### src/rtl/pcs_cfg_map.svh
// Contract
// - coding bit enables NRZI encode and decode
// - select bit picks 2 ms or 722 us
// - disable bit stops descrambler time-out counter
// - repeater carrier: CRS from receive only
// - otherwise CRS from transmit or receive
// - compatibility mode blocks lamp/unlock writes, disables
// - fast-test bit speeds up time-out counter
`ifndef PCS_CFG_MAP_SVH
`define PCS_CFG_MAP_SVH
// register indices (register index space of management bus)
`define PCS_CFG_ADDR        5'h17
`define PCS_CFG_COMPAT_ADDR 5'h1c
// field positions
`define PCS_CFG_B_CODING    15
`define PCS_CFG_B_TO_SEL    14
`define PCS_CFG_B_TO_DIS    13
`define PCS_CFG_B_RPT       12
`define PCS_CFG_B_LAMP      11
`define PCS_CFG_B_UNLOCK    10
`define PCS_CFG_B_FAST      8
`define PCS_CFG_B_COMPAT    0
// reset values
`define PCS_CFG_RST_CODING  1'b1
`define PCS_CFG_RST_TO_SEL  1'b0
`define PCS_CFG_RST_TO_DIS  1'b0
`define PCS_CFG_RST_LAMP    1'b0
`define PCS_CFG_RST_UNLOCK  1'b0
`define PCS_CFG_RST_FAST    1'b0
// times in ns, cycle period in ns
`define PCS_CFG_TO_LONG_NS  2000000
`define PCS_CFG_TO_SHORT_NS 722000
`define PCS_CFG_CLK_NS      5
`define PCS_CFG_FAST_SHIFT  8
`endif

### src/rtl/pcs_cfg_pkg.sv
package pcs_cfg_pkg;
  // strap capture sequencing after reset release
  typedef enum logic [1:0] {
    PCS_STRAP_WAIT = 2'b00,
    PCS_STRAP_TAKE = 2'b01,
    PCS_STRAP_DONE = 2'b10
  } pcs_strap_type;
endpackage

### src/rtl/pcs_cfg_if.sv
`timescale 1ns/100ps
`default_nettype none
// settings passed from the register bank to the helper modules
interface pcs_cfg_if;
  logic coding_en;  // nrzi on
  logic to_sel;     // long time-out
  logic to_dis;     // time-out off
  logic fast;       // fast test
  logic rpt;        // repeater carrier
  modport bank (output coding_en, to_sel, to_dis, fast, rpt);
  modport user (input coding_en, to_sel, to_dis, fast, rpt);
endinterface
`default_nettype wire

### src/rtl/pcs_cfg_timeout.sv
`timescale 1ns/100ps
`default_nettype none
`include "pcs_cfg_map.svh"
// descrambler idle time-out counter
module pcs_cfg_timeout
  import pcs_cfg_pkg::*;
#(
  parameter int LONG_CYC  = `PCS_CFG_TO_LONG_NS / `PCS_CFG_CLK_NS,
  parameter int SHORT_CYC = `PCS_CFG_TO_SHORT_NS / `PCS_CFG_CLK_NS
) (
  input  wire logic i_mclk,
  input  wire logic i_rst_n,
  pcs_cfg_if.user   cfg,
  input  wire logic i_idle,     // idle symbol seen
  output logic      o_expired   // pulse on expiry
);
  logic [19:0] cnt_reg;
  logic [19:0] cnt_next;
  logic [19:0] limit;
  logic        exp_next;
  logic        exp_reg;

  // pick limit, fast test divides it down
  always_comb begin
    limit = cfg.to_sel ? 20'(LONG_CYC) : 20'(SHORT_CYC);
    if (cfg.fast) begin
      limit = limit >> `PCS_CFG_FAST_SHIFT;
    end
    cnt_next = cnt_reg;
    exp_next = 1'b0;
    if (cfg.to_dis || i_idle) begin
      cnt_next = '0;
    end else if (cnt_reg + 20'h1 >= limit) begin
      cnt_next = '0;
      exp_next = 1'b1;
    end else begin
      cnt_next = cnt_reg + 20'h1;
    end
  end

  // register count
  always_ff @(posedge i_mclk or negedge i_rst_n) begin
    if (!i_rst_n) begin
      cnt_reg <= '0;
      exp_reg <= 1'b0;
    end else begin
      cnt_reg <= cnt_next;
      exp_reg <= exp_next;
    end
  end
  assign o_expired = exp_reg;
endmodule // pcs_cfg_timeout
`default_nettype wire

### src/rtl/pcs_cfg_datapath.sv
`timescale 1ns/100ps
`default_nettype none
// nrzi coder/decoder with bypass, and carrier sense
module pcs_cfg_datapath (
  input  wire logic i_mclk,
  input  wire logic i_rst_n,
  pcs_cfg_if.user   cfg,
  input  wire logic i_tx_bit,
  input  wire logic i_rx_line,
  input  wire logic i_tx_act,
  input  wire logic i_rx_act,
  output logic      o_tx_line,
  output logic      o_rx_bit,
  output logic      o_crs
);
  logic tx_reg;
  logic tx_next;
  logic rxp_reg;
  logic rxp_next;
  logic rx_reg;
  logic rx_next;
  logic crs_reg;
  logic crs_next;

  // nrzi: a one toggles the line
  always_comb begin
    tx_next  = cfg.coding_en ? (tx_reg ^ i_tx_bit) : i_tx_bit;
    rx_next  = cfg.coding_en ? (i_rx_line ^ rxp_reg) : i_rx_line;
    rxp_next = i_rx_line;
    crs_next = cfg.rpt ? i_rx_act
                       : (i_rx_act | i_tx_act);
  end

  // register line state
  always_ff @(posedge i_mclk or negedge i_rst_n) begin
    if (!i_rst_n) begin
      tx_reg  <= 1'b0;
      rxp_reg <= 1'b0;
      rx_reg  <= 1'b0;
      crs_reg <= 1'b0;
    end else begin
      tx_reg  <= tx_next;
      rxp_reg <= rxp_next;
      rx_reg  <= rx_next;
      crs_reg <= crs_next;
    end
  end
  assign o_tx_line = tx_reg;
  assign o_rx_bit  = rx_reg;
  assign o_crs     = crs_reg;
endmodule // pcs_cfg_datapath
`default_nettype wire

### src/rtl/pcs_cfg_top.sv
// The implementer's own choice: strobed register access.
`timescale 1ns/100ps
`default_nettype none
`include "pcs_cfg_map.svh"
// pcs sublayer configuration register bank, bits 15..8
module pcs_cfg_top
  import pcs_cfg_pkg::*;
#(
  parameter int LONG_CYC  = `PCS_CFG_TO_LONG_NS / `PCS_CFG_CLK_NS,
  parameter int SHORT_CYC = `PCS_CFG_TO_SHORT_NS / `PCS_CFG_CLK_NS
) (
  // clock and reset
  input  wire logic        i_mclk,
  input  wire logic        i_rst_n,
  // register port
  input  wire logic [4:0]  i_addr,
  input  wire logic [15:0] i_wdata,
  input  wire logic        i_wr,
  input  wire logic        i_rd,
  output logic      [15:0] o_rdata,
  // repeater strap
  input  wire logic        i_rpt_strap,
  // data path
  input  wire logic        i_tx_bit,
  input  wire logic        i_rx_line,
  input  wire logic        i_tx_act,
  input  wire logic        i_rx_act,
  input  wire logic        i_idle,
  output logic             o_tx_line,
  output logic             o_rx_bit,
  output logic             o_crs,
  output logic             o_to_expired,
  // lamp and test
  output logic             o_fifth_lamp_source_pick,
  output logic             o_test_unlock
);
  pcs_cfg_if cfg ();

  logic          coding_reg, coding_next;    // nrzi enable
  logic          tosel_reg, tosel_next;      // long time-out
  logic          todis_reg, todis_next;      // time-out off
  logic          rpt_reg, rpt_next;          // repeater carrier
  logic          lamp_reg, lamp_next;        // lamp source
  logic          unlock_reg, unlock_next;    // test unlock
  logic          fast_reg, fast_next;        // fast test
  logic          compat_reg, compat_next;    // compat mode
  logic [15:0]   rdata_reg, rdata_next;      // read data
  logic          lampo_reg, lampo_next;      // lamp output
  logic          unlo_reg, unlo_next;        // unlock output
  pcs_strap_type strap_reg, strap_next;      // strap capture

  // register writes, reads and strap capture
  always_comb begin
    coding_next = coding_reg;
    tosel_next  = tosel_reg;
    todis_next  = todis_reg;
    rpt_next    = rpt_reg;
    lamp_next   = lamp_reg;
    unlock_next = unlock_reg;
    fast_next   = fast_reg;
    compat_next = compat_reg;
    strap_next  = strap_reg;
    rdata_next  = '0;
    // strap sampled on the second clock after release, never under reset
    unique case (strap_reg)
      PCS_STRAP_WAIT: begin
        strap_next = PCS_STRAP_TAKE;
      end
      PCS_STRAP_TAKE: begin
        rpt_next   = i_rpt_strap;
        strap_next = PCS_STRAP_DONE;
      end
      PCS_STRAP_DONE: begin
        strap_next = PCS_STRAP_DONE;
      end
      default: begin
        strap_next = PCS_STRAP_DONE;
      end
    endcase
    if (i_wr && i_addr == `PCS_CFG_ADDR) begin
      coding_next = i_wdata[`PCS_CFG_B_CODING];
      tosel_next  = i_wdata[`PCS_CFG_B_TO_SEL];
      todis_next  = i_wdata[`PCS_CFG_B_TO_DIS];
      rpt_next    = i_wdata[`PCS_CFG_B_RPT];
      // compat mode locks these fields
      if (!compat_reg) begin
        lamp_next   = i_wdata[`PCS_CFG_B_LAMP];
        unlock_next = i_wdata[`PCS_CFG_B_UNLOCK];
        fast_next   = i_wdata[`PCS_CFG_B_FAST];
      end
    end else if (i_wr && i_addr == `PCS_CFG_COMPAT_ADDR) begin
      compat_next = i_wdata[`PCS_CFG_B_COMPAT];
    end
    if (i_rd && i_addr == `PCS_CFG_ADDR) begin
      rdata_next[`PCS_CFG_B_CODING] = coding_reg;
      rdata_next[`PCS_CFG_B_TO_SEL] = tosel_reg;
      rdata_next[`PCS_CFG_B_TO_DIS] = todis_reg;
      rdata_next[`PCS_CFG_B_RPT]    = rpt_reg;
      rdata_next[`PCS_CFG_B_LAMP]   = lamp_reg;
      rdata_next[`PCS_CFG_B_UNLOCK] = unlock_reg;
      rdata_next[`PCS_CFG_B_FAST]   = fast_reg;
    end else if (i_rd && i_addr == `PCS_CFG_COMPAT_ADDR) begin
      rdata_next[`PCS_CFG_B_COMPAT] = compat_reg;
    end
    // disabled fields act as zero in compat mode
    lampo_next = lamp_next & ~compat_next;
    unlo_next  = unlock_next & ~compat_next;
  end

  // registers; strap-dependent bit resets to zero until captured
  always_ff @(posedge i_mclk or negedge i_rst_n) begin
    if (!i_rst_n) begin
      coding_reg <= `PCS_CFG_RST_CODING;
      tosel_reg  <= `PCS_CFG_RST_TO_SEL;
      todis_reg  <= `PCS_CFG_RST_TO_DIS;
      rpt_reg    <= 1'b0;
      lamp_reg   <= `PCS_CFG_RST_LAMP;
      unlock_reg <= `PCS_CFG_RST_UNLOCK;
      fast_reg   <= `PCS_CFG_RST_FAST;
      compat_reg <= 1'b0;
      rdata_reg  <= '0;
      lampo_reg  <= 1'b0;
      unlo_reg   <= 1'b0;
      strap_reg  <= PCS_STRAP_WAIT;
    end else begin
      coding_reg <= coding_next;
      tosel_reg  <= tosel_next;
      todis_reg  <= todis_next;
      rpt_reg    <= rpt_next;
      lamp_reg   <= lamp_next;
      unlock_reg <= unlock_next;
      fast_reg   <= fast_next;
      compat_reg <= compat_next;
      rdata_reg  <= rdata_next;
      lampo_reg  <= lampo_next;
      unlo_reg   <= unlo_next;
      strap_reg  <= strap_next;
    end
  end

  assign cfg.coding_en = coding_reg;
  assign cfg.to_sel    = tosel_reg;
  assign cfg.to_dis    = todis_reg;
  assign cfg.fast      = fast_reg & ~compat_reg;
  assign cfg.rpt       = rpt_reg;

  assign o_rdata                  = rdata_reg;
  assign o_fifth_lamp_source_pick = lampo_reg;
  assign o_test_unlock            = unlo_reg;

  // nrzi and carrier sense
  pcs_cfg_datapath u_dp (
    .i_mclk    (i_mclk),
    .i_rst_n   (i_rst_n),
    .cfg       (cfg.user),
    .i_tx_bit  (i_tx_bit),
    .i_rx_line (i_rx_line),
    .i_tx_act  (i_tx_act),
    .i_rx_act  (i_rx_act),
    .o_tx_line (o_tx_line),
    .o_rx_bit  (o_rx_bit),
    .o_crs     (o_crs)
  );

  // descrambler idle time-out
  pcs_cfg_timeout #(
    .LONG_CYC  (LONG_CYC),
    .SHORT_CYC (SHORT_CYC)
  ) u_to (
    .i_mclk    (i_mclk),
    .i_rst_n   (i_rst_n),
    .cfg       (cfg.user),
    .i_idle    (i_idle),
    .o_expired (o_to_expired)
  );
endmodule // pcs_cfg_top
`default_nettype wire

### config.mk
export PLATFORM = sky130hd
export DESIGN_NAME = pcs_cfg_top
export DESIGN_NICKNAME = d
export VERILOG_FILES = /design/src/rtl/pcs_cfg_pkg.sv /design/src/rtl/pcs_cfg_if.sv /design/src/rtl/pcs_cfg_timeout.sv /design/src/rtl/pcs_cfg_datapath.sv /design/src/rtl/pcs_cfg_top.sv
export VERILOG_INCLUDE_DIRS = /design/src /design/src/rtl
export SDC_FILE = /design/constraint.sdc
export NUM_CORES = 1
export LEC_CHECK = 0
export ABC_AREA = 1
export BUFFER_PORTS_ARGS = -buffer_cell sky130_fd_sc_hd__buf_2
export CAP_MARGIN = 10
export CELL_PAD_IN_SITES_DETAIL_PLACEMENT = 1
export CELL_PAD_IN_SITES_GLOBAL_PLACEMENT = 1
export CORE_ASPECT_RATIO = 1.5
export CORE_MARGIN = 2
export CORE_UTILIZATION = 41
export DETAILED_ROUTE_END_ITERATION = 10
export PLACE_DENSITY = 0.78
export REMOVE_ABC_BUFFERS = 1
export SYNTH_ARGS = -nofsm -noshare
export SYNTH_HDL_FRONTEND = slang
export SYNTH_SLANG_ARGS = --single-unit
### constraint.sdc
create_clock -name i_mclk -period 2.9 [get_ports i_mclk]
set_input_delay 0.58 -clock i_mclk [delete_from_list [all_inputs] [get_ports i_mclk]]
set_output_delay 0.58 -clock i_mclk [all_outputs]
set_load 0.01 [all_outputs]
# Yosys cells after proc, flatten, opt, wreduce, memory -nomap -nowiden
# Cells that the tools add are included.
[totals]
reg_bits = 45
elab_cells = 61
[classes]
addsub = 1
n_lt_le_gt_ge = 1
eq_ne = 3
mux = 22
n_bitwise = 8
n_reduce_logical = 8
[ops]
columns = ["operator", "n"]
rows = [
  ["$mux W20", 3],
  ["$add A20 B1 Y20 const B", 1],
  ["$ge A20 B20 Y1", 1],
  ["$mux W19", 1],
  ["$mux W1", 16],
  ["$eq A5 B5 Y1 const B", 2],
  ["$mux W6", 1],
  ["$logic_and A1 B1 Y1", 4],
  ["$and A1 B1 Y1", 3],
  ["$eq A2 B1 Y1 const B", 1],
  ["$logic_not A2 Y1", 1],
  ["$mux W2", 1],
  ["$not A1 Y1", 2],
  ["$reduce_and A2 Y1", 1],
  ["$reduce_bool A2 Y1", 1],
  ["$xor A1 B1 Y1", 2],
  ["$logic_or A1 B1 Y1", 1],
  ["$or A1 B1 Y1", 1],
]

# Depth between registers and ports, before layout
# Gate-level depths: netlist of the first run.
[depth]
word_depth = 6
ltp_mapped = 18
mapped_depth_nobuf = 17

# Modules after synthesis
# From an unflattened synthesis of the first run, not the netlist that was laid out.
[hier_totals]
cells_unflattened = 356
hier_area_um2 = 2881.5
[modules_own_cells]
columns = ["module", "instances", "cells_each", "area_each_um2", "seq_area_each_um2"]
rows = [
  ["pcs_cfg_timeout", 1, 241, 1855.5, 525.5],
  ["pcs_cfg_top", 1, 97, 867.1, 501.7],
  ["pcs_cfg_datapath", 1, 18, 158.9, 100.1],
]

# Worst setup path after synthesis of the first run
# OpenSTA, ideal clock, no wires.
[synth_path]
path_kind = "register -> register"
start = "register u_to.cnt_reg[0]"
end = "register u_to.cnt_reg[15]"
setup_time_ns = 0.118
arrival_ns = 2.261
setup_slack_ns = 0.521
stages_incl_launch_ff = 17
path_buffers = 1
period_less_slack_ns = 2.379
cell_sequence = "dfrtp_1 > ha_1 > nand3_2 > nor2_2 > nand3_1 > nor2_1 > nand3_1 > xnor2_1 > ha_1 > nand2_1 > inv_1 > nand3_1 > nor2_4 > nand3_2 > nand2_4 > buf_12 > nor2_4"
[synth_between]
elab_chain_cells = 4
[synth_lines]
columns = ["item", "line_no", "source"]
rows = [
  ["from (decl)", "pcs_cfg_timeout.sv:17", "logic [19:0] cnt_reg;"],
  ["from (signal assigned)", "pcs_cfg_timeout.sv:47", "cnt_reg <= cnt_next;"],
  ["$add A20 B1 Y20 (*)", "pcs_cfg_timeout.sv:33, pcs_cfg_timeout.sv:37", ""],
  ["$ge A20 B20 Y1", "pcs_cfg_timeout.sv:33", "end else if (cnt_reg + 20'h1 >= limit) begin"],
  ["$mux W20 (*)", "pcs_cfg_timeout.sv:33", ""],
  ["$mux W20 (*)", "pcs_cfg_timeout.sv:31", "if (cfg.to_dis || i_idle) begin"],
  ["net u_to.cnt_next[15]", "pcs_cfg_timeout.sv:18", "logic [19:0] cnt_next;"],
]
# Mark *: on every way through the listed nets, which the timed path passes. The rest lies on a longest branch.
# A chain may end at the register's enable or synchronous reset.

# Worst setup path after layout of the first run
[layout_path]
start = "register u_to.cnt_reg[0]"
end = "register u_to.cnt_reg[2]"
# The elaborated chain is that of the path after synthesis.

==> impl_metrics.xml, run 1 <==
<?xml version="1.0" encoding="UTF-8"?>
<metrics>
  <group name="critical_path">
    <metric name="crit_path_required_time" unit="ps">3110</metric>
    <metric name="crit_path_frequent_cell" unit="">sky130_fd_sc_hd__nand3_2</metric>
    <metric name="cp_max_fanout" unit="">8</metric>
    <metric name="critical_path.slowest_cell" unit="">sky130_fd_sc_hd__dfrtp_1</metric>
    <metric name="path_cells" unit="">ha_4, nand3_2, nor2_4, nand3_2, nor2_2, nand3_2, xnor2_2, ha_1, nand2_1, inv_1, nand3_1, nor2_4, nand3_2, nand2_4, clkbuf_16, nor2_1</metric>
    <metric name="r2r_start" unit="">u_to.cnt_reg[0]$_DFF_PN0_</metric>
    <metric name="regToRegSetupSlack" unit="ps">220</metric>
    <metric name="end_kind" unit="">flip-flop</metric>
    <metric name="maximum_cell_stage_delay_along_the_critical_path" unit="ps">420</metric>
    <metric name="worstPathBufferInverterCount" unit="">2</metric>
    <metric name="critical_path.top_delay_family" unit="">simple AND/OR/NAND/NOR gates</metric>
    <metric name="worstRegToRegCells" unit="">16</metric>
    <metric name="crit_type" unit="">flip-flop to flip-flop</metric>
    <metric name="critical_path.startpoint_type" unit="">flip-flop</metric>
    <metric name="arrival" unit="ps">2890</metric>
    <metric name="terminus_of_the_critical_flop_to_flop_path" unit="">u_to.cnt_reg[2]$_DFF_PN0_</metric>
  </group>
  <group name="global_routing">
    <metric name="track_usage" unit="">0.189</metric>
    <metric name="number_of_global_route_vias_before_repair" unit="">2404</metric>
    <metric name="grt-ovfl-total" unit="">0</metric>
    <metric name="grt_start_max_net_pins" unit="">46</metric>
    <metric name="global_route_wire_length_before_repair" unit="um">10900</metric>
    <metric name="grt_antenna_before_repair" unit="">0</metric>
  </group>
  <group name="cells_and_area">
    <metric name="fin_area" unit="mm2">0.00318</metric>
    <metric name="synthToLayoutAreaGrowth" unit="%">17.0</metric>
    <metric name="largest_register_ffs" unit="">20</metric>
    <metric name="num-nets-final" unit="">421</metric>
    <metric name="final_layout_size_suffix_gt1_frac" unit="">0.256</metric>
    <metric name="layout_common_cells" unit="">sky130_fd_sc_hd__nand2_1, sky130_fd_sc_hd__dfrtp_1, sky130_fd_sc_hd__nor2_1</metric>
    <metric name="final_common_cell" unit="">sky130_fd_sc_hd__nand2_1</metric>
    <metric name="number_of_diodes" unit="">0</metric>
    <metric name="final_cell_count_no_fill" unit="">447</metric>
  </group>
  <group name="synthesis">
    <metric name="ys.warnings.count" unit="">0</metric>
    <metric name="ys_seq_elements" unit="">45</metric>
    <metric name="post_synth_top_area_cell" unit="">sky130_fd_sc_hd__dfrtp_1</metric>
    <metric name="synth_cells" unit="">320</metric>
    <metric name="yosys-mux-area-fraction" unit="">0</metric>
    <metric name="synth_top_area_frac" unit="">0.405</metric>
    <metric name="synth_adder_area_share" unit="">0.0920</metric>
    <metric name="synth_simple_gate_area_share" unit="">0.313</metric>
    <metric name="synth_cell_types" unit="">33</metric>
    <metric name="ranking_of_synthesized_cells_by_area" unit="">sky130_fd_sc_hd__dfrtp_1, sky130_fd_sc_hd__nand2_1, sky130_fd_sc_hd__ha_1, sky130_fd_sc_hd__nor2_1, sky130_fd_sc_hd__nor2_4</metric>
    <metric name="combinational_family_with_the_most_area_after_synthesis" unit="">simple AND/OR/NAND/NOR gates</metric>
    <metric name="post_syn_area" unit="mm2">0.00272</metric>
    <metric name="syn_avg_cell_area" unit="um2">8.50</metric>
    <metric name="ys_seq_area_frac" unit="">0.415</metric>
    <metric name="yosys.area_share.xor_xnor" unit="">0.0451</metric>
    <metric name="fraction_of_the_mapped_netlist_area_in_compound_gates" unit="">0.0488</metric>
  </group>
  <group name="sta">
    <metric name="max_slew.worst_pin.slew" unit="ps">1020</metric>
    <metric name="worst_slew_margin_rel" unit="">0.323</metric>
    <metric name="finalClockSkew" unit="ps">8.47</metric>
    <metric name="final-hold-violation-count" unit="">0</metric>
    <metric name="setup_viol" unit="">0</metric>
    <metric name="final_max_slew_viol_count" unit="">0</metric>
    <metric name="fin_ws" unit="ps">218</metric>
    <metric name="final_min_period_over_clock_period" unit="">0.925</metric>
    <metric name="period_minus_slack" unit="ps">2680</metric>
    <metric name="rsz_0062_raised_after_global_routing" unit="">false</metric>
    <metric name="final_setup_tns" unit="ps">0</metric>
    <metric name="timing.fmax" unit="MHz">373</metric>
  </group>
  <group name="clock_network">
    <metric name="cts_root_buf" unit="">sky130_fd_sc_hd__clkbuf_8</metric>
    <metric name="cts.sink_count" unit="">45</metric>
    <metric name="clk_pin_slew_worst_paths" unit="ps">90</metric>
    <metric name="tritoncts.num_buffers" unit="">5</metric>
    <metric name="worstSkewPairLatency" unit="ps">310</metric>
    <metric name="tritoncts_clock_tree" unit="">done</metric>
    <metric name="cts_max_level" unit="">2</metric>
    <metric name="cts-root-to-sink-buffers" unit="">2</metric>
    <metric name="cts_hold_buffers" unit="">0</metric>
  </group>
  <group name="floorplan">
    <metric name="core_area" unit="mm2">0.00644</metric>
    <metric name="die_span_y" unit="um">104</metric>
    <metric name="start_util" unit="">0.422</metric>
    <metric name="die_width" unit="um">70.5</metric>
    <metric name="fp-row-count" unit="">36</metric>
    <metric name="design.die.area" unit="mm2">0.00731</metric>
    <metric name="io-pin-count" unit="">53</metric>
  </group>
  <group name="placed_design">
    <metric name="place.detailed.instances" unit="">436</metric>
    <metric name="placement.setup.worst_slack" unit="ps">129</metric>
    <metric name="gp_congestion" unit="">0.824</metric>
    <metric name="place_area" unit="mm2">0.00300</metric>
    <metric name="buffer_ports.inserted" unit="">36</metric>
    <metric name="dp_hpwl" unit="um">5060</metric>
  </group>
  <group name="min_path">
    <metric name="classification_of_the_worst_slack_hold_path" unit="">input pin to flip-flop</metric>
    <metric name="min_delay_path_depth" unit="">1</metric>
    <metric name="worstHoldStart" unit="">i_rx_line</metric>
    <metric name="worst_hold_path.endpoint" unit="">u_dp.rxp_reg$_DFF_PN0_</metric>
  </group>
  <group name="power_and_ir_drop">
    <metric name="vdd_ir_drop_max" unit="mV">0.383</metric>
    <metric name="leak_pwr" unit="nW">1.64</metric>
    <metric name="power.density" unit="mW/mm2">438</metric>
  </group>
  <group name="drt">
    <metric name="drt_iter0_markers" unit="">40</metric>
    <metric name="wl_per_cell" unit="um">14.5</metric>
    <metric name="wl" unit="um">6490</metric>
    <metric name="detail_route.drc_violations" unit="">0</metric>
    <metric name="drt.antenna.violating_nets" unit="">0</metric>
    <metric name="via_per_inst" unit="">4.87</metric>
    <metric name="num_vias" unit="">2177</metric>
    <metric name="firstDrtPassIters" unit="">4</metric>
  </group>
  <group name="status">
    <metric name="run_status" unit="">finished, final reports clean</metric>
  </group>
  <group name="flow_run">
    <metric name="maxCapViolations" unit="">0</metric>
  </group>
</metrics>
cell usage after synthesis:
master,number
sky130_fd_sc_hd__nor3_1,3
sky130_fd_sc_hd__nor2_2,3
sky130_fd_sc_hd__nand3_1,14
sky130_fd_sc_hd__xnor2_1,5
sky130_fd_sc_hd__o21a_1,2
sky130_fd_sc_hd__conb_1,1
sky130_fd_sc_hd__o21bai_2,1
sky130_fd_sc_hd__buf_12,1
sky130_fd_sc_hd__dfstp_2,1
sky130_fd_sc_hd__a21oi_1,8
sky130_fd_sc_hd__nand3_2,4
sky130_fd_sc_hd__buf_4,8
sky130_fd_sc_hd__a21oi_2,1
sky130_fd_sc_hd__nand4_1,2
sky130_fd_sc_hd__and2_4,1
sky130_fd_sc_hd__o21ai_0,7
sky130_fd_sc_hd__nand3b_1,2
sky130_fd_sc_hd__inv_1,36
sky130_fd_sc_hd__nand2_1,76
sky130_fd_sc_hd__nor4b_1,1
sky130_fd_sc_hd__nand2_4,2
sky130_fd_sc_hd__nor2_1,42
sky130_fd_sc_hd__clkbuf_1,2
sky130_fd_sc_hd__nor2_4,13
sky130_fd_sc_hd__o21bai_1,1
sky130_fd_sc_hd__xor2_1,9
sky130_fd_sc_hd__a21boi_0,1
sky130_fd_sc_hd__nor2_8,1
sky130_fd_sc_hd__inv_2,2
sky130_fd_sc_hd__ha_1,20
sky130_fd_sc_hd__a21o_1,1
sky130_fd_sc_hd__dfrtp_1,44
sky130_fd_sc_hd__nand2_2,5
per-stage QoR:
step	hold WS (ps)	total power, mW	util
after detailed placement	426	0.981	0.466
after global routing	395	1.47	0.494
after floorplan	284	0.860	-
after global placement	421	0.962	0.466
final	396	1.39	0.494
after CTS	391	1.40	0.481
cell type report:
cell class | count | area (um2)
Sequential cell | 45 | 1130
Clock inverter | 2 | 13.8
Timing Repair Buffer | 46 | 285
Fill cell | 805 | 3260
Clock buffer | 6 | 82.6
Inverter | 38 | 143
Multi-Input combinational cell | 234 | 1430
Tap cell | 76 | 95.1
kinds of logic (layout without fill, tap and decap cells):
group / after synthesis / in the layout
and+or+nand+nor: 169 / 169
other: 1 / 9
buffers and inverters: 49 / 92
AOI/OAI and AO/OA: 22 / 22
xor gates and xnor gates: 14 / 14
adders and majority gates: 20 / 20
DFF: 45 / 45
worst register-to-register path, cell delays in order, from the launching register on:
cell and delay [ps]:
sky130_fd_sc_hd__dfrtp_1 420, sky130_fd_sc_hd__ha_4 160, sky130_fd_sc_hd__nand3_2 110, sky130_fd_sc_hd__nor2_4 190
sky130_fd_sc_hd__nand3_2 100, sky130_fd_sc_hd__nor2_2 140, sky130_fd_sc_hd__nand3_2 100, sky130_fd_sc_hd__xnor2_2 150
sky130_fd_sc_hd__ha_1 300, sky130_fd_sc_hd__nand2_1 60, sky130_fd_sc_hd__inv_1 90, sky130_fd_sc_hd__nand3_1 120
sky130_fd_sc_hd__nor2_4 150, sky130_fd_sc_hd__nand3_2 120, sky130_fd_sc_hd__nand2_4 120, sky130_fd_sc_hd__clkbuf_16 190
sky130_fd_sc_hd__nor2_1 50
routing by layer:
layer  GRT usage  vias up  wire (um)
li1            -     1072          -
met1       0.190     1052       2360
met2       0.370       42       3780
met3      0.0331       11        215
met4      0.0701        0        142
met5           0        -          0
power breakdown:
group / switching, mW / internal, mW / total [mW]
Clock: 0.229 / 0.193 / 0.422
Sequential: 0.0203 / 0.669 / 0.689
Combinational: 0.178 / 0.103 / 0.281
repair_timing:
item	CTS	global route
endpoints found under the setup margin	0	19
gates resized for setup	0	10
buffers inserted	0	2
endpoints found under the hold margin	0	0
worst max-delay path by stage:
stage	startpoint	to	cells after the start
5_1_grt	u_to.cnt_reg[0]$_DFF_PN0_	u_to.cnt_reg[2]$_DFF_PN0_	18
6_report	u_to.cnt_reg[0]$_DFF_PN0_	u_to.cnt_reg[2]$_DFF_PN0_	16
3_5_place_dp	u_to.cnt_reg[0]$_DFF_PN0_	u_to.cnt_reg[3]$_DFF_PN0_	18
2_1_floorplan	u_to.cnt_reg[0]$_DFF_PN0_	u_to.cnt_reg[0]$_DFF_PN0_	15
3_3_place_gp	u_to.cnt_reg[0]$_DFF_PN0_	u_to.cnt_reg[5]$_DFF_PN0_	18
4_1_cts	u_to.cnt_reg[0]$_DFF_PN0_	u_to.cnt_reg[3]$_DFF_PN0_	18
Note: power is estimated with default switching activity, not from simulation.
==> run 2: changes to the inputs <==
GPL_TIMING_DRIVEN = 0   (was default)
==> run 2 against run 1 <==
Against the previous run:
- the flow now finishes with violations (negative setup slack)
- clock power increased by 19%
- total power increased by 8.3%
- flip-flop and latch count unchanged
- fmax decreased by 7.7%
- global-route usage increased by 0.92 points
- combinational power increased by 11%
- largest cell class unchanged
- largest power group unchanged
- highest routed layer unchanged
==> impl_metrics.xml, run 2 (synthesized netlist as in run 1, its figures left out) <==
<?xml version="1.0" encoding="UTF-8"?>
<metrics>
  <group name="status">
    <metric name="run_status" unit="">finished, violations left</metric>
    <metric name="failed_checks" unit="">negative setup slack</metric>
  </group>
  <group name="global_routing">
    <metric name="number_of_global_route_vias_before_repair" unit="">2439</metric>
    <metric name="grt_antenna_before_repair" unit="">0</metric>
    <metric name="track_usage" unit="">0.198</metric>
    <metric name="global_route_wire_length_before_repair" unit="um">11200</metric>
    <metric name="grt-ovfl-total" unit="">0</metric>
    <metric name="grt_start_max_net_pins" unit="">46</metric>
  </group>
  <group name="placed_design">
    <metric name="place_area" unit="mm2">0.00294</metric>
    <metric name="placement.setup.worst_slack" unit="ps">-158</metric>
    <metric name="gp_congestion" unit="">0.827</metric>
    <metric name="dp_hpwl" unit="um">5110</metric>
    <metric name="place.detailed.instances" unit="">429</metric>
    <metric name="buffer_ports.inserted" unit="">36</metric>
  </group>
  <group name="sta">
    <metric name="setup_viol" unit="">1</metric>
    <metric name="final_max_slew_viol_count" unit="">0</metric>
    <metric name="final_min_period_over_clock_period" unit="">1.00</metric>
    <metric name="final-hold-violation-count" unit="">0</metric>
    <metric name="worst_slew_margin_rel" unit="">0.330</metric>
    <metric name="fin_ws" unit="ps">-6.87</metric>
    <metric name="timing.fmax" unit="MHz">344</metric>
    <metric name="max_slew.worst_pin.slew" unit="ps">1000</metric>
    <metric name="finalClockSkew" unit="ps">7.68</metric>
    <metric name="period_minus_slack" unit="ps">2910</metric>
  </group>
  <group name="power_and_ir_drop">
    <metric name="vdd_ir_drop_max" unit="mV">0.440</metric>
    <metric name="power.density" unit="mW/mm2">459</metric>
    <metric name="leak_pwr" unit="nW">1.68</metric>
    <metric name="fin_total_pwr" unit="mW">1.51</metric>
  </group>
  <group name="cells_and_area">
    <metric name="register_area" unit="mm2">0.00113</metric>
    <metric name="layout.core_utilization" unit="">0.510</metric>
    <metric name="area_of_the_multi_input_gates" unit="mm2">0.00149</metric>
    <metric name="number_of_diodes" unit="">0</metric>
    <metric name="final_layout_size_suffix_gt1_frac" unit="">0.270</metric>
    <metric name="largest_register_ffs" unit="">20</metric>
    <metric name="n_fill_cell" unit="">787</metric>
    <metric name="num-nets-final" unit="">428</metric>
    <metric name="synthToLayoutAreaGrowth" unit="%">20.9</metric>
    <metric name="fin_area" unit="mm2">0.00329</metric>
    <metric name="layout_common_cells" unit="">sky130_fd_sc_hd__nand2_1, sky130_fd_sc_hd__dfrtp_1, sky130_fd_sc_hd__nor2_1</metric>
    <metric name="final_common_cell" unit="">sky130_fd_sc_hd__nand2_1</metric>
    <metric name="final_cell_count_no_fill" unit="">454</metric>
  </group>
  <group name="floorplan">
    <metric name="die_span_y" unit="um">104</metric>
    <metric name="start_util" unit="">0.422</metric>
    <metric name="fp-row-count" unit="">36</metric>
    <metric name="die_width" unit="um">70.5</metric>
    <metric name="core_area" unit="mm2">0.00644</metric>
    <metric name="design.die.area" unit="mm2">0.00731</metric>
    <metric name="io-pin-count" unit="">53</metric>
  </group>
  <group name="min_path">
    <metric name="classification_of_the_worst_slack_hold_path" unit="">input pin to flip-flop</metric>
  </group>
  <group name="critical_path">
    <metric name="critical_path.startpoint_type" unit="">flip-flop</metric>
    <metric name="cp_max_fanout" unit="">8</metric>
    <metric name="critical_path.top_delay_family" unit="">simple AND/OR/NAND/NOR gates</metric>
    <metric name="critical_path.slowest_cell" unit="">sky130_fd_sc_hd__nor3_1</metric>
    <metric name="crit_path_required_time" unit="ps">3130</metric>
    <metric name="end_kind" unit="">flip-flop</metric>
    <metric name="regToRegSetupSlack" unit="ps">-7</metric>
    <metric name="worstPathBufferInverterCount" unit="">2</metric>
    <metric name="crit_type" unit="">flip-flop to flip-flop</metric>
    <metric name="maximum_cell_stage_delay_along_the_critical_path" unit="ps">460</metric>
    <metric name="path_cells" unit="">inv_1, nor3_1, nand3_1, xor2_1, ha_1, a21oi_1, nand3_2, a21oi_4, buf_4, nand2_4, nor2_1</metric>
    <metric name="arrival" unit="ps">3140</metric>
  </group>
  <group name="clock_network">
    <metric name="cts.sink_count" unit="">45</metric>
    <metric name="cts_max_level" unit="">2</metric>
    <metric name="cts_hold_buffers" unit="">0</metric>
    <metric name="cts_root_buf" unit="">sky130_fd_sc_hd__clkbuf_8</metric>
    <metric name="cts-root-to-sink-buffers" unit="">2</metric>
    <metric name="clk_pin_slew_worst_paths" unit="ps">90</metric>
    <metric name="worstSkewPairLatency" unit="ps">320</metric>
    <metric name="tritoncts.num_buffers" unit="">5</metric>
    <metric name="tritoncts_clock_tree" unit="">done</metric>
  </group>
  <group name="drt">
    <metric name="wl_per_cell" unit="um">16.5</metric>
    <metric name="firstDrtPassIters" unit="">4</metric>
    <metric name="num_vias" unit="">2300</metric>
    <metric name="wl" unit="um">7510</metric>
    <metric name="drt.antenna.violating_nets" unit="">0</metric>
    <metric name="via_per_inst" unit="">5.07</metric>
    <metric name="detail_route.drc_violations" unit="">0</metric>
    <metric name="drt_iter0_markers" unit="">43</metric>
  </group>
  <group name="flow_run">
    <metric name="maxCapViolations" unit="">0</metric>
  </group>
</metrics>
run 2: cell types whose count changed in the layout (fill, tap and decap cells not counted), sizes merged:
cell	change
nand2	+2
clkinv	-1
clkbuf	-1
buf	+6
bufinv	+1
run 2: final cells by class:
| class | instances | area share |
|---|---|---|
| clock buffer | 6 | 0.0221 |
| timing repair buffer | 51 | 0.0967 |
| sequential | 45 | 0.344 |
| inverter | 38 | 0.0434 |
| multi-input combinational | 236 | 0.453 |
| clock inverter | 2 | 0.0118 |
| tap | 76 | 0.0289 |
run 2: worst reg2reg max path: stages (launching register included):
cell	delay [ps]
sky130_fd_sc_hd__dfrtp_1	410
sky130_fd_sc_hd__inv_1	160
sky130_fd_sc_hd__nor3_1	460
sky130_fd_sc_hd__nand3_1	190
sky130_fd_sc_hd__xor2_1	260
sky130_fd_sc_hd__ha_1	310
sky130_fd_sc_hd__a21oi_1	250
sky130_fd_sc_hd__nand3_2	130
sky130_fd_sc_hd__a21oi_4	220
sky130_fd_sc_hd__buf_4	180
sky130_fd_sc_hd__nand2_4	100
sky130_fd_sc_hd__nor2_1	170
run 2: what timing repair did:
| action | CTS | global route |
|---|---|---|
| cloned | 0 | 2 |
| endpoints found under the setup margin | 19 | 19 |
| resized for setup | 2 | 13 |
| pin swaps | 0 | 9 |
| buffers inserted | 0 | 15 |
run 2: stage by stage:
step | hold WS, ps | TNS (ps)
6_report | 396 | -6.87
5_1_grt | 392 | -1310
2_1_floorplan | 284 | 0
4_1_cts | 389 | 0
3_3_place_gp | 421 | -125
3_5_place_dp | 433 | -2310
run 2: path summary, 6_finish.rpt:
kind | startpoint | endpoint | depth (start not counted)
worst max-delay path | u_to.cnt_reg[0]$_DFF_PN0_ | u_to.cnt_reg[4]$_DFF_PN0_ | 11
worst min-delay path | i_rx_line | u_dp.rxp_reg$_DFF_PN0_ | 1
worst max register to register | u_to.cnt_reg[0]$_DFF_PN0_ | u_to.cnt_reg[4]$_DFF_PN0_ | 11
worst min register to register | strap_reg[0]$_DFF_PN0_ | strap_reg[0]$_DFF_PN0_ | 1
max in group asynchronous | i_rst_n | u_to.cnt_reg[10]$_DFF_PN0_ | 1
min in group asynchronous | i_rst_n | strap_reg[1]$_DFF_PN0_ | 1
run 2: where the power goes:
part | switching [mW] | internal (mW) | total (mW) | leakage [nW]
Combinational | 0.198 | 0.114 | 0.312 | 1.05
Clock | 0.243 | 0.259 | 0.502 | 0.0554
Sequential | 0.0242 | 0.669 | 0.693 | 0.576
run 2: per-layer routing:
| layer | up-vias | track usage | wire (um) |
|---|---|---|---|
| li1 | 1085 | - | - |
| met1 | 1131 | 0.200 | 2560 |
| met2 | 61 | 0.372 | 4300 |
| met3 | 23 | 0.0389 | 291 |
| met4 | 0 | 0.0989 | 362 |
| met5 | - | 0 | 0 |
==> run 3: changes to the inputs <==
CELL_PAD_IN_SITES_DETAIL_PLACEMENT = default   (was 1)
CELL_PAD_IN_SITES_GLOBAL_PLACEMENT = default   (was 1)
CORE_UTILIZATION = 54   (was 41)
PLACE_DENSITY = 0.76   (was 0.78)
==> run 3 against run 2 <==
Against the previous run:
- the run now ends clean
- combinational power decreased by 12%
- clock-buffer cell count unchanged
- sequential power about the same
- clock skew decreased by 0.63 ps
- total power decreased by 9.7%
- worst hold slack improved by 7.4 ps
- cell count decreased by 4.6%
- first-iteration DRC count increased by 9.3%
- global-route usage increased by 1.5 points
- die area decreased by 23%
- via count decreased by 6.8%
- clock power decreased by 21%
- largest power group unchanged
- highest routed layer unchanged
==> impl_metrics.xml, run 3 (synthesized netlist as in run 1, its figures left out) <==
<?xml version="1.0" encoding="UTF-8"?>
<metrics>
  <group name="clock_network">
    <metric name="clk_pin_slew_worst_paths" unit="ps">80</metric>
    <metric name="tritoncts.num_buffers" unit="">5</metric>
    <metric name="tritoncts_clock_tree" unit="">done</metric>
    <metric name="cts_max_level" unit="">2</metric>
    <metric name="cts_hold_buffers" unit="">0</metric>
    <metric name="cts_root_buf" unit="">sky130_fd_sc_hd__clkbuf_8</metric>
    <metric name="cts.sink_count" unit="">45</metric>
    <metric name="cts-root-to-sink-buffers" unit="">2</metric>
    <metric name="worstSkewPairLatency" unit="ps">310</metric>
  </group>
  <group name="floorplan">
    <metric name="design.die.area" unit="mm2">0.00563</metric>
    <metric name="io-pin-count" unit="">53</metric>
    <metric name="die_width" unit="um">61.9</metric>
    <metric name="core_area" unit="mm2">0.00485</metric>
    <metric name="die_span_y" unit="um">90.9</metric>
    <metric name="fp-row-count" unit="">31</metric>
    <metric name="start_util" unit="">0.561</metric>
  </group>
  <group name="power_and_ir_drop">
    <metric name="leak_pwr" unit="nW">1.60</metric>
    <metric name="seq_power_share" unit="">0.507</metric>
    <metric name="combPwrFrac" unit="">0.201</metric>
    <metric name="switchingPower" unit="mW">0.426</metric>
    <metric name="power.density" unit="mW/mm2">429</metric>
    <metric name="vdd_ir_drop_max" unit="mV">0.368</metric>
    <metric name="clockPowerShare" unit="">0.292</metric>
    <metric name="fin_total_pwr" unit="mW">1.36</metric>
    <metric name="cell_int_power" unit="mW">0.936</metric>
    <metric name="power.switching_fraction" unit="">0.313</metric>
  </group>
  <group name="cells_and_area">
    <metric name="number_of_diodes" unit="">0</metric>
    <metric name="largest_register_ffs" unit="">20</metric>
    <metric name="register_area" unit="mm2">0.00113</metric>
    <metric name="num-nets-final" unit="">417</metric>
    <metric name="layout.core_utilization" unit="">0.654</metric>
    <metric name="final_cell_count_no_fill" unit="">433</metric>
    <metric name="layout_common_cells" unit="">sky130_fd_sc_hd__nand2_1, sky130_fd_sc_hd__dfrtp_1, sky130_fd_sc_hd__nor2_1</metric>
    <metric name="synthToLayoutAreaGrowth" unit="%">16.7</metric>
    <metric name="final_common_cell" unit="">sky130_fd_sc_hd__nand2_1</metric>
    <metric name="area_of_the_multi_input_gates" unit="mm2">0.00152</metric>
    <metric name="final_layout_size_suffix_gt1_frac" unit="">0.245</metric>
    <metric name="n_fill_cell" unit="">406</metric>
    <metric name="fin_area" unit="mm2">0.00317</metric>
  </group>
  <group name="critical_path">
    <metric name="crit_type" unit="">flip-flop to flip-flop</metric>
    <metric name="worstRegToRegCells" unit="">16</metric>
    <metric name="end_kind" unit="">flip-flop</metric>
    <metric name="path_cells" unit="">ha_4, nand3_4, nor2_4, nand3_1, nor2_1, nand3_1, xnor2_1, ha_1, nand2_1, inv_1, nand3_1, nand3_1, a21oi_4, buf_12, nand2_8, nor2_1</metric>
    <metric name="critical_path.startpoint_type" unit="">flip-flop</metric>
    <metric name="regToRegSetupSlack" unit="ps">170</metric>
    <metric name="cp_max_fanout" unit="">5</metric>
    <metric name="crit_path_start" unit="">u_to.cnt_reg[0]$_DFF_PN0_</metric>
    <metric name="crit_path_required_time" unit="ps">3140</metric>
    <metric name="maximum_cell_stage_delay_along_the_critical_path" unit="ps">420</metric>
    <metric name="terminus_of_the_critical_flop_to_flop_path" unit="">u_to.cnt_reg[5]$_DFF_PN0_</metric>
    <metric name="endpoint" unit="">u_to.cnt_reg[5]$_DFF_PN0_</metric>
    <metric name="worstSetupPathDepth" unit="">16</metric>
    <metric name="arrival" unit="ps">2970</metric>
    <metric name="worstPathBufferInverterCount" unit="">2</metric>
    <metric name="critical_path.top_delay_family" unit="">simple AND/OR/NAND/NOR gates</metric>
    <metric name="crit_path_frequent_cell" unit="">sky130_fd_sc_hd__nand3_1</metric>
    <metric name="r2r_start" unit="">u_to.cnt_reg[0]$_DFF_PN0_</metric>
    <metric name="critical_path.slowest_cell" unit="">sky130_fd_sc_hd__dfrtp_2</metric>
  </group>
  <group name="global_routing">
    <metric name="number_of_global_route_vias_before_repair" unit="">2089</metric>
    <metric name="grt-ovfl-total" unit="">0</metric>
    <metric name="grt_start_max_net_pins" unit="">46</metric>
    <metric name="grt_antenna_before_repair" unit="">0</metric>
    <metric name="track_usage" unit="">0.213</metric>
    <metric name="global_route_wire_length_before_repair" unit="um">8950</metric>
  </group>
  <group name="placed_design">
    <metric name="place_area" unit="mm2">0.00292</metric>
    <metric name="gp_congestion" unit="">0.919</metric>
    <metric name="place.detailed.instances" unit="">419</metric>
    <metric name="dp_hpwl" unit="um">3960</metric>
    <metric name="buffer_ports.inserted" unit="">36</metric>
  </group>
  <group name="drt">
    <metric name="wl_per_cell" unit="um">13.3</metric>
    <metric name="drt.antenna.violating_nets" unit="">0</metric>
    <metric name="firstDrtPassIters" unit="">4</metric>
    <metric name="drt_iter0_markers" unit="">47</metric>
    <metric name="detail_route.drc_violations" unit="">0</metric>
    <metric name="via_per_inst" unit="">4.95</metric>
    <metric name="wl" unit="um">5760</metric>
    <metric name="num_vias" unit="">2143</metric>
  </group>
  <group name="sta">
    <metric name="rsz_0062_raised_after_global_routing" unit="">false</metric>
    <metric name="final-hold-violation-count" unit="">0</metric>
    <metric name="max_slew.worst_pin.slew" unit="ps">977</metric>
    <metric name="worst_slew_margin_rel" unit="">0.349</metric>
    <metric name="final_max_slew_viol_count" unit="">0</metric>
    <metric name="finalClockSkew" unit="ps">7.05</metric>
    <metric name="period_minus_slack" unit="ps">2730</metric>
    <metric name="final_min_period_over_clock_period" unit="">0.940</metric>
    <metric name="timing.fmax" unit="MHz">367</metric>
    <metric name="setup_viol" unit="">0</metric>
    <metric name="final_setup_tns" unit="ps">0</metric>
  </group>
  <group name="status">
    <metric name="run_status" unit="">finished, final reports clean</metric>
  </group>
  <group name="min_path">
    <metric name="classification_of_the_worst_slack_hold_path" unit="">input pin to flip-flop</metric>
  </group>
  <group name="flow_run">
    <metric name="maxCapViolations" unit="">0</metric>
  </group>
</metrics>
-- run 3: cell types whose count changed in the layout (fill, tap and decap cells not counted), sizes merged --
cell,delta
bufinv,-1
clkinv,-1
nand2,+1
clkinvlp,+2
buf,-12
-- run 3: per-layer routing --
metal	GRT usage	wire length [um]	share of wire
met1	0.243	2190	0.38
met2	0.364	3150	0.55
met3	0.0444	245	0.043
met4	0.0940	175	0.030
met5	0	0	0
-- run 3: metrics by stage --
| stage | worst slack (ps) | hold WS [ps] |
|---|---|---|
| floorplan | 492 | 284 |
| global placement | 31.4 | 420 |
| detailed placement | -54.3 | 430 |
| CTS | 60.6 | 397 |
| global route | 18.7 | 398 |
| finish | 173 | 404 |
-- run 3: final cells by class --
type / count / area share
multi-input combinational: 237 / 0.478
sequential: 45 / 0.356
timing repair buffer: 39 / 0.0678
inverter: 38 / 0.0450
tap: 66 / 0.0260
clock buffer: 6 / 0.0229
clock inverter: 2 / 0.00473
-- run 3: how the worst min path moves through the flow --
stage | cells past startpoint | slack [ps] | start | to
finish | 1 | 400 | i_rx_line | u_dp.rxp_reg$_DFF_PN0_
detailed placement | 1 | 430 | strap_reg[1]$_DFF_PN0_ | strap_reg[0]$_DFF_PN0_
floorplan | 0 | 280 | i_rst_n | cfg.rpt$_DFFE_PN0P_
CTS | 1 | 400 | i_rx_line | u_dp.rxp_reg$_DFF_PN0_
global placement | 1 | 420 | strap_reg[0]$_DFF_PN0_ | strap_reg[0]$_DFF_PN0_
global route | 1 | 400 | i_rx_line | u_dp.rxp_reg$_DFF_PN0_
-- run 3: power groups by stage --
stage / combinational, mW / clock, mW / sequential [mW]
global route: 0.316 / 0.424 / 0.696
finish: 0.274 / 0.398 / 0.691
detailed placement: 0.252 / 0 / 0.700
global placement: 0.245 / 0 / 0.699
CTS: 0.255 / 0.406 / 0.689
floorplan: 0.153 / 0 / 0.707
-- run 3: timing repair --
action,4_1_cts,5_1_grt
endpoints found under the setup margin,9,19
setup buffers,0,3
gates resized for setup,1,16
gates cloned,0,3
pin swaps,0,7
hold endpoints to repair,0,0
